`src/rtl/pasd_params.svh`:
```
// Offsets, field positions, masks and reset values of the shutdown block.
// Included by the package; holds definitions only.
`ifndef PASD_PARAMS_SVH
`define PASD_PARAMS_SVH

// ==========================================================
// Register byte offsets on the APB
`define PASD_ADDR_W        12
`define PASD_OFF_CTRL      12'h000
`define PASD_OFF_LEVEL     12'h004
`define PASD_OFF_SRC       12'h008
`define PASD_OFF_IRQ_STAT  12'h00C
`define PASD_OFF_IRQ_MASK  12'h010

// ==========================================================
// Word index of each register (byte offset bits 4:2)
`define PASD_IDX_CTRL      3'h0
`define PASD_IDX_LEVEL     3'h1
`define PASD_IDX_SRC       3'h2
`define PASD_IDX_IRQ_STAT  3'h3
`define PASD_IDX_IRQ_MASK  3'h4

// ==========================================================
// Field positions
`define PASD_CTRL_STAT     7
`define PASD_CTRL_EN       6
`define PASD_CTRL_ARS      5
`define PASD_CTRL_OVR      0
`define PASD_SRC_PIN       7
`define PASD_SRC_CMP_HI    4
`define PASD_SRC_CMP_LO    1
`define PASD_IRQ_SHDN      0

// ==========================================================
// Implemented-bit masks and reset values
`define PASD_LVL_ALL_MASK  6'h3F
`define PASD_LVL_AB_MASK   6'h03
`define PASD_RST_CTRL      8'h00
`define PASD_RST_LEVEL     6'h00
`define PASD_RST_SRC       5'h00
`define PASD_RST_IRQ       1'h0

`endif

```
`src/rtl/pasd_pkg.sv`:
```
// Types shared by the shutdown block's modules.
// Assumes pasd_params.svh is on the include path.
`default_nettype none

`include "pasd_params.svh"

package pasd_pkg;

  typedef enum {
    PASD_RUN,
    PASD_SHUT
  } pasd_state_t;

  // Register request decoded from one APB access phase
  typedef struct packed {
    logic       wr;
    logic [2:0] idx;
    logic [7:0] wdata;
  } pasd_req_t;

  // Synchronised shutdown sources
  typedef struct packed {
    logic       pin;
    logic [3:0] cmp;
  } pasd_src_t;

endpackage : pasd_pkg

`default_nettype wire

```
`src/rtl/pasd_sync.sv`:
```
// Three-flop input synchroniser with agreement filter.
// Assumes inputs are asynchronous to clk_in; out changes once stages 2 and 3 agree.
`default_nettype none

module pasd_sync #(
  parameter int WIDTH = 1
) (
  input  wire logic             clk_in,
  input  wire logic             rst_in,
  input  wire logic [WIDTH-1:0] d_in,
  output var  logic [WIDTH-1:0] q_out
);

  logic [WIDTH-1:0] s1_q;
  logic [WIDTH-1:0] s2_q;
  logic [WIDTH-1:0] s3_q;
  wire  [WIDTH-1:0] agree = ~(s2_q ^ s3_q);

  always_ff @(posedge clk_in or posedge rst_in) begin
    if (rst_in) begin
      s1_q  <= '0;
      s2_q  <= '0;
      s3_q  <= '0;
      q_out <= '0;
    end else begin
      s1_q  <= d_in;
      s2_q  <= s1_q;
      s3_q  <= s2_q;
      // A single-cycle glitch never reaches the output
      q_out <= (agree & s3_q) | (~agree & q_out);
    end
  end

endmodule // pasd_sync

`default_nettype wire

```
`src/rtl/pasd_apb.sv`:
```
// APB slave front end of the shutdown block: decode, ready, read data, error.
// Assumes a standard APB master; every access completes with no wait state.
`default_nettype none

`include "pasd_params.svh"

module pasd_apb
  import pasd_pkg::*;
(
  input  wire logic                   clk_in,
  input  wire logic                   rst_in,
  input  wire logic                   psel_in,
  input  wire logic                   penable_in,
  input  wire logic                   pwrite_in,
  input  wire logic [`PASD_ADDR_W-1:0] paddr_in,
  input  wire logic [31:0]            pwdata_in,
  input  wire logic [7:0]             rdata_in,
  output var  pasd_req_t              req_out,
  output var  logic [2:0]             rd_idx_out,
  output var  logic                   pready_out,
  output var  logic [31:0]            prdata_out,
  output var  logic                   pslverr_out
);

  wire setup  = psel_in & ~penable_in;
  wire access = psel_in & penable_in & pready_out;
  wire hit    = (paddr_in == `PASD_OFF_CTRL)     | (paddr_in == `PASD_OFF_LEVEL) |
                (paddr_in == `PASD_OFF_SRC)      | (paddr_in == `PASD_OFF_IRQ_STAT) |
                (paddr_in == `PASD_OFF_IRQ_MASK);

  assign rd_idx_out    = paddr_in[4:2];
  assign req_out.idx   = paddr_in[4:2];
  assign req_out.wdata = pwdata_in[7:0];
  // Unmapped writes are dropped and flagged
  assign req_out.wr    = access & pwrite_in & hit;

  // ==========================================================
  // Answer is prepared in the setup cycle, so pready is a flop
  always_ff @(posedge clk_in or posedge rst_in) begin
    if (rst_in) begin
      pready_out  <= 1'h0;
      pslverr_out <= 1'h0;
      prdata_out  <= 32'h0;
    end else begin
      pready_out  <= setup;
      pslverr_out <= setup & ~hit;
      prdata_out  <= (setup & ~pwrite_in & hit) ? {24'h0, rdata_in} : 32'h0;
    end
  end

endmodule // pasd_apb

`default_nettype wire

```
`src/rtl/pasd_top.sv`:
```
// Auto-shutdown control of one PWM controller instance, with APB registers.
// Assumes PWM_IN comes from logic on CLK_IN; pin and comparator inputs are async.
//
// How it works
// [RULE_01] While the status bit is set the outputs sit at their shutdown levels, else follow PWM.
// [RULE_02] With shutdown enabled, any selected source high shuts down and sets the flag.
// [RULE_03] With auto restart, shutdown ends by itself once no enabled source is high.
// [RULE_04] Without auto restart, shutdown lasts until software writes the status bit to 0.
// [RULE_05] Enable plus override forces the shutdown levels without raising the flag.
// [RULE_06] The override bit does nothing while shutdown is disabled.
// [RULE_07] Software writing 1 to the status bit acts exactly like a hardware event.
// [RULE_08] In shutdown, output n drives level bit n, bits 0 to 5 for outputs A to F.
// [RULE_09] On the second instance only outputs A and B have level bits.
// [RULE_10] The input pin causes shutdown only when its select bit is set.
// [RULE_11] Each comparator, select bits 1 to 4, causes shutdown only when selected.
// [RULE_12] Unimplemented bits of control, level and source registers read as zero.
// [RULE_13] Enabled sources are ORed; one is enough to cause or hold shutdown.
// [RULE_14] Auto restart clears the status bit itself; otherwise only software clears it.
//
// Implementation choices: the APB register port and the address map.
`default_nettype none

`include "pasd_params.svh"

module pasd_top
  import pasd_pkg::*;
#(
  parameter bit SECOND_INSTANCE = 1'b0
) (
  input  wire logic                    CLK_IN,
  input  wire logic                    RST_IN,
  input  wire logic                    PSEL_IN,
  input  wire logic                    PENABLE_IN,
  input  wire logic                    PWRITE_IN,
  input  wire logic [`PASD_ADDR_W-1:0] PADDR_IN,
  input  wire logic [31:0]             PWDATA_IN,
  input  wire logic                    EXTERNAL_EVENT_INPUT_IN,
  input  wire logic [3:0]              SYNCED_COMPARATOR_OUT_IN,
  input  wire logic [5:0]              PWM_IN,
  output var  logic                    PREADY_OUT,
  output var  logic [31:0]             PRDATA_OUT,
  output var  logic                    PSLVERR_OUT,
  output var  logic [5:0]              PWM_OUTPUT_OUT,
  output var  logic                    IRQ_OUT
);

  // ==========================================================
  // Register bus
  pasd_req_t  req;
  logic [2:0] rd_idx;
  logic [7:0] rd_data;

  pasd_apb u_apb (
    .clk_in      (CLK_IN),
    .rst_in      (RST_IN),
    .psel_in     (PSEL_IN),
    .penable_in  (PENABLE_IN),
    .pwrite_in   (PWRITE_IN),
    .paddr_in    (PADDR_IN),
    .pwdata_in   (PWDATA_IN),
    .rdata_in    (rd_data),
    .req_out     (req),
    .rd_idx_out  (rd_idx),
    .pready_out  (PREADY_OUT),
    .prdata_out  (PRDATA_OUT),
    .pslverr_out (PSLVERR_OUT)
  );

  wire wr_ctrl  = req.wr & (req.idx == `PASD_IDX_CTRL);
  wire wr_level = req.wr & (req.idx == `PASD_IDX_LEVEL);
  wire wr_src   = req.wr & (req.idx == `PASD_IDX_SRC);
  wire wr_stat  = req.wr & (req.idx == `PASD_IDX_IRQ_STAT);
  wire wr_mask  = req.wr & (req.idx == `PASD_IDX_IRQ_MASK);

  // ==========================================================
  // Source synchronisation
  pasd_src_t src_s;

  pasd_sync #(
    .WIDTH (5)
  ) u_sync (
    .clk_in (CLK_IN),
    .rst_in (RST_IN),
    .d_in   ({EXTERNAL_EVENT_INPUT_IN, SYNCED_COMPARATOR_OUT_IN}),
    .q_out  (src_s)
  );

  // ==========================================================
  // Configuration registers
  logic       shutdown_enable_q;
  logic       auto_restart_enable_q;
  logic       shutdown_override_q;
  logic [5:0] level_q;
  logic       input_pin_select_q;
  logic [3:0] comp_select_q;
  logic       irq_mask_q;

  // Level bits C to F do not exist on the second instance
  localparam logic [5:0] LVL_MASK = SECOND_INSTANCE ? `PASD_LVL_AB_MASK
                                                    : `PASD_LVL_ALL_MASK;

  always_ff @(posedge CLK_IN or posedge RST_IN) begin
    if (RST_IN) begin
      shutdown_enable_q     <= 1'h0;
      auto_restart_enable_q <= 1'h0;
      shutdown_override_q   <= 1'h0;
    end else if (wr_ctrl) begin
      shutdown_enable_q     <= req.wdata[`PASD_CTRL_EN];
      auto_restart_enable_q <= req.wdata[`PASD_CTRL_ARS];
      shutdown_override_q   <= req.wdata[`PASD_CTRL_OVR];
    end
  end

  always_ff @(posedge CLK_IN or posedge RST_IN) begin
    if (RST_IN) begin
      level_q <= `PASD_RST_LEVEL;
    end else if (wr_level) begin
      // [RULE_09] missing level bits
      level_q <= req.wdata[5:0] & LVL_MASK;
    end
  end

  always_ff @(posedge CLK_IN or posedge RST_IN) begin
    if (RST_IN) begin
      {input_pin_select_q, comp_select_q} <= `PASD_RST_SRC;
    end else if (wr_src) begin
      input_pin_select_q <= req.wdata[`PASD_SRC_PIN];
      comp_select_q      <= req.wdata[`PASD_SRC_CMP_HI:`PASD_SRC_CMP_LO];
    end
  end

  always_ff @(posedge CLK_IN or posedge RST_IN) begin
    if (RST_IN) begin
      irq_mask_q <= `PASD_RST_IRQ;
    end else if (wr_mask) begin
      irq_mask_q <= req.wdata[`PASD_IRQ_SHDN];
    end
  end

  // ==========================================================
  // Source combination
  // [RULE_10] pin source gate
  wire pin_hit = input_pin_select_q & src_s.pin;
  // [RULE_11] comparator source gates
  wire cmp_hit = |(comp_select_q & src_s.cmp);
  // [RULE_13] sources ORed
  // [RULE_02] enable gates all sources
  wire src_hit = shutdown_enable_q & (pin_hit | cmp_hit);

  // [RULE_07] software set as event
  wire sw_set   = wr_ctrl & req.wdata[`PASD_CTRL_STAT];
  // [RULE_04] software clear
  wire sw_clr   = wr_ctrl & ~req.wdata[`PASD_CTRL_STAT];
  wire shdn_set = src_hit | sw_set;
  // [RULE_03] auto restart on release
  wire auto_clr = auto_restart_enable_q & ~src_hit;

  // ==========================================================
  // Shutdown state
  pasd_state_t state_q;
  pasd_state_t state_d;

  // A set in the same cycle as a clear always wins, so no event is lost
  always_comb begin
    state_d = state_q;
    case (state_q)
      PASD_RUN: begin
        if (shdn_set) begin
          state_d = PASD_SHUT;
        end
      end
      PASD_SHUT: begin
        // [RULE_14] who may leave shutdown
        if (!shdn_set && (auto_clr || sw_clr)) begin
          state_d = PASD_RUN;
        end
      end
      default: begin
        state_d = PASD_SHUT;
      end
    endcase
  end

  always_ff @(posedge CLK_IN or posedge RST_IN) begin
    if (RST_IN) begin
      state_q <= PASD_RUN;
    end else begin
      state_q <= state_d;
    end
  end

  wire shut_stat = (state_q == PASD_SHUT);

  // ==========================================================
  // Interrupt flag, write one to clear
  logic irq_stat_q;

  wire stat_clr = wr_stat & req.wdata[`PASD_IRQ_SHDN];
  // [RULE_02] flag raised by events
  wire irq_stat_d = shdn_set | (irq_stat_q & ~stat_clr);

  always_ff @(posedge CLK_IN or posedge RST_IN) begin
    if (RST_IN) begin
      irq_stat_q <= `PASD_RST_IRQ;
      IRQ_OUT    <= 1'h0;
    end else begin
      irq_stat_q <= irq_stat_d;
      IRQ_OUT    <= irq_stat_d & irq_mask_q;
    end
  end

  // ==========================================================
  // Output steering
  // [RULE_05] override forces levels, no flag
  // [RULE_06] override needs enable
  wire ovr_force = shutdown_enable_q & shutdown_override_q;
  // [RULE_01] hold shutdown levels
  wire force_lvl = shut_stat | ovr_force;

  always_ff @(posedge CLK_IN or posedge RST_IN) begin
    if (RST_IN) begin
      PWM_OUTPUT_OUT <= `PASD_RST_LEVEL;
    end else begin
      // [RULE_08] per-output level
      PWM_OUTPUT_OUT <= force_lvl ? level_q : PWM_IN;
    end
  end

  // ==========================================================
  // Read mux
  // [RULE_12] unimplemented bits read zero
  wire [7:0] rd_ctrl  = {shut_stat, shutdown_enable_q, auto_restart_enable_q,
                         4'h0, shutdown_override_q};
  wire [7:0] rd_level = {2'h0, level_q};
  wire [7:0] rd_src   = {input_pin_select_q, 2'h0, comp_select_q, 1'h0};
  wire [7:0] rd_stat  = {7'h0, irq_stat_q};
  wire [7:0] rd_mask  = {7'h0, irq_mask_q};

  assign rd_data = (rd_idx == `PASD_IDX_CTRL)     ? rd_ctrl  :
                   (rd_idx == `PASD_IDX_LEVEL)    ? rd_level :
                   (rd_idx == `PASD_IDX_SRC)      ? rd_src   :
                   (rd_idx == `PASD_IDX_IRQ_STAT) ? rd_stat  :
                   (rd_idx == `PASD_IDX_IRQ_MASK) ? rd_mask  : 8'h00;

endmodule // pasd_top

`default_nettype wire

```
`config.mk`:
```
export PLATFORM = sky130hd
export DESIGN_NAME = pasd_top
export DESIGN_NICKNAME = d
export VERILOG_FILES = /design/src/rtl/pasd_pkg.sv /design/src/rtl/pasd_sync.sv /design/src/rtl/pasd_apb.sv /design/src/rtl/pasd_top.sv
export VERILOG_INCLUDE_DIRS = /design/src /design/src/rtl
export SDC_FILE = /design/constraint.sdc
export NUM_CORES = 1
export LEC_CHECK = 0
export BUFFER_PORTS_ARGS = -buffer_cell sky130_fd_sc_hd__buf_2
export CORE_AREA = 10 10 90 77
export CTS_BUF_LIST = sky130_fd_sc_hd__clkbuf_16
export CTS_CLUSTER_DIAMETER = 60
export DETAILED_ROUTE_END_ITERATION = 10
export DIE_AREA = 0 0 100 87
export GPL_ROUTABILITY_DRIVEN = 0
export PLACE_DENSITY = 0.87
export SYNTH_ARGS = -nofsm -noshare
export SYNTH_HDL_FRONTEND = slang
export SYNTH_SLANG_ARGS = --single-unit
export TNS_END_PERCENT = 20
```
`constraint.sdc`:
```
create_clock -name CLK_IN -period 2.94 [get_ports CLK_IN]
set_input_delay 0.441 -clock CLK_IN [delete_from_list [all_inputs] [get_ports CLK_IN]]
set_output_delay 0.441 -clock CLK_IN [all_outputs]
set_load 0.03 [all_outputs]
```
==> results.txt <==
NetSw: 0.352 mW
FF-to-FF End: comp_select_q[0]$_DFFE_PP0P_
n_diodes: 0
Worst Hold Class: input pin to register
core area: 5190 µm²
simple-gate share of the synthesized area: 0.116
Final HPWL DP: 3.42 mm
MaxCap Viol Count: 0
Antenna Violating Nets Remaining: 0
largest family of logic cells by synthesized area: simple AND/OR/NAND/NOR gates
R2R cell count: 3
Net Sw Frac: 0.228
DR iter-0 viols: 65
mapped cell area: 2240 µm²
CTS Buffer Depth: 2
clock share of power: 0.427
setup TNS: 0 ns
Slew HR: 0.285
antenna violations before repair: 0
Fin. Hold Viols: 0
complex-gate fraction of the synthesized area: 0.0547
Critical Path Start: u_apb.pready_out$_DFF_PP0_
Syn Inst Count: 167
crit-path max FO: 6
post-cts resize count: 0
fmax: 557 MHz
DR WL/cell: 15.7 µm
synth unique cells: 35
Tcrit/Tclk final: 0.611
mux cell area share after synthesis: 0.109
slowest CP cell: nor4_4
synthesis-stage register bit count: 54
cell area power density: 584 nW/µm²
RSZ-0062 raised after global routing: false
adder and majority gate portion of the synthesized area: 0.0223
number of global-route vias before repair: 1440
top cells by area, synth: dfrtp_1 (60%), mux2_2 (10%), buf_4 (8.0%), maj3_1 (2.2%), nor4_4 (1.9%)
Worst VDD drop: 0.000342 V
status: complete, no violations
count of non-filler cells in the finished layout: 288
# DRC: 0
cell breakdown of the critical path: nand4_1 > nor4_4 > mux2_2
PortBufs: 52
clk slew on worst S/H paths: 0.07 ns
die width: 100 µm
Setup crit end: comp_select_q[0]$_DFFE_PP0P_
sequential area share after synthesis: 0.603
Total Power: 1.55 mW
Crit path arrival time: 1.97 ns
IO Pins: 101
CTS Sinks: 54
vias: 1323
post-synthesis average cell area: 13.4 µm²
fin. max-slew vios: 0
Critical Path Source Type: register
GRT Residual Overflow: 0
Die Area: 8700 µm²
worst endpoint required time: 3.11 ns
vias per std cell: 4.59
hold_ws: 0.254 ns
post-synth top area share: 0.603
fill count: 450
Area Overhead vs Synth: 18.1%
Tmin final: 1.80 ns
CP Depth: 3
Yosys Warn Count: 0
Root Buffer: clkbuf_16
Final Cell Area: 2650 µm²
Final setup viols: 0
fin nets: 282
Tightest Pin Transition: 1.07 ns
combinational power share: 0.074
All-Layer GR Usage: 0.104
CTS tree: yes
Crit Path Category: register to register
row cnt: 24
Die Y: 87 µm
Setup Skew: 0.00881 ns
Leak Pwr: 1.33 nW
DRT Wirelength: 4.52 mm
fraction of layout cells with a size suffix above 1: 0.399
critical path endpoint category: register
Bufs and invs on worst path: 0
largest net degree at the start of global routing: 55
First-pass DRT Iterations: 4
global-route wire length before repair: 7.29 mm
worst r2r src: u_apb.pready_out$_DFF_PP0_
Post-Synth XOR/XNOR Area: 0
Clock Latency Late Sink: 0.29 ns
CTS Buf Count: 5
FF-to-FF setup slack: 1.14 ns
Crit path max-delay family: simple AND/OR/NAND/NOR gates
dpl cells: 280
internal power: 1.19 mW
Hold-fix buffers, CTS: 0
Max H-tree Level: 2
Placed Area: 2480 µm²
leading area contributor after synthesis: dfrtp_1
sequential power share: 0.499
Post-CTS Setup Bufs: 0
crit-path max cell delay: 0.54 ns
initial core utilization: 0.431
-- cell usage after synthesis --
cell       n
a21bo_2    1
a21boi_0   1
a21oi_1    2
a221oi_1   1
a222oi_1   1
a22oi_1    5
and2_1     1
and3b_1    1
buf_4     24
clkbuf_1   3
conb_1     1
dfrtp_1   54
inv_1      4
maj3_1     5
mux2_2    20
mux2i_1    2
nand2_1    8
nand2b_1   3
nand4_1    1
nand4_4    1
nor2_1     8
nor2b_1    3
nor3_1     3
nor3_2     1
nor3_4     1
nor3b_2    1
nor4_1     1
nor4_4     2
o21ai_0    2
o21ai_1    1
o21bai_1   1
o31a_1     1
o31ai_1    1
or3_1      1
or4_4      1
-- per-layer routing --
layer	wire [µm]	part of all wire	vias up	GRT usage
li1	-	-	645	-
met1	1820	0.40	624	0.120
met2	2290	0.51	48	0.172
met3	340	0.075	6	0.0413
met4	57	0.013	0	0.0385
met5	0	0	-	0
-- stage by stage --
step           utilization  worst slack [ns]
2_1_floorplan            -              1.14
3_3_place_gp         0.477             0.905
3_5_place_dp         0.477             0.879
4_1_cts              0.509              1.16
5_1_grt              0.509              1.05
6_report             0.509              1.14
-- layout make-up --
type / instances / area (µm²) / area share
Tap cell: 65 / 81.3 / 0.0307
Timing Repair Buffer: 52 / 260 / 0.0984
Multi-Input combinational cell: 105 / 768 / 0.290
Sequential cell: 54 / 1350 / 0.511
Clock inverter: 3 / 43.8 / 0.0166
Clock buffer: 5 / 125 / 0.0473
Inverter: 4 / 15.0 / 0.00568
-- power groups by stage --
stage          Combinational (mW)  Sequential (mW)  Clock (mW)
2_1_floorplan               0.100            0.786           0
3_3_place_gp                0.111            0.784           0
3_5_place_dp                0.114            0.785           0
4_1_cts                     0.114            0.771       0.678
5_1_grt                     0.126            0.773       0.707
6_report                    0.114            0.771       0.660
-- registers in the layout, summed over array words and instances, names as in the netlist, named ones only --
signal,flops
input_pin_select_q,1
shutdown_override_q,1
level_q,6
u_sync.s3_q,5
auto_restart_enable_q,1
irq_mask_q,1
state_q,1
u_sync.s2_q,5
shutdown_enable_q,1
u_apb.pslverr_out,1
u_apb.pready_out,1
irq_stat_q,1
u_apb.prdata_out,8
PWM_OUTPUT_OUT,6
comp_select_q,4
IRQ_OUT,1
u_sync.s1_q,5
-- logic make-up (layout without fill, tap and decap cells) --
group | after synthesis | after routing
and+or+nand+nor | 37 | 37
adders and majority gates | 5 | 5
DFF | 54 | 54
other | 1 | 24
AOI/OAI and AO/OA | 17 | 17
buffers and inverters | 31 | 64
muxes | 22 | 22
-- how the worst min path moves through the flow --
stage / start / end / slack [ns] / depth (start not counted)
global placement: u_sync.s1_q[3]$_DFF_PP0_ / u_sync.s2_q[3]$_DFF_PP0_ / 0.33 / 0
global route: SYNCED_COMPARATOR_OUT_IN[3] / u_sync.s1_q[3]$_DFF_PP0_ / 0.24 / 1
finish: SYNCED_COMPARATOR_OUT_IN[3] / u_sync.s1_q[3]$_DFF_PP0_ / 0.25 / 1
floorplan: u_sync.s1_q[0]$_DFF_PP0_ / u_sync.s2_q[0]$_DFF_PP0_ / 0.33 / 0
CTS: SYNCED_COMPARATOR_OUT_IN[0] / u_sync.s1_q[0]$_DFF_PP0_ / 0.25 / 1
detailed placement: u_sync.s1_q[2]$_DFF_PP0_ / u_sync.s2_q[2]$_DFF_PP0_ / 0.33 / 0
-- placed cells by master (no fill, tap or decap), drive strengths merged, types with 5 or more instances in the layout --
cell type  netlist  routed
buf             24      52
nor2             8       8
dfrtp           54      54
mux2            20      20
conb             1      24
inv              4       5
nor3             5       5
a22oi            5       5
maj3             5       5
clkbuf           3       5
nand2            8       8
(Power assumes the default switching activity.)
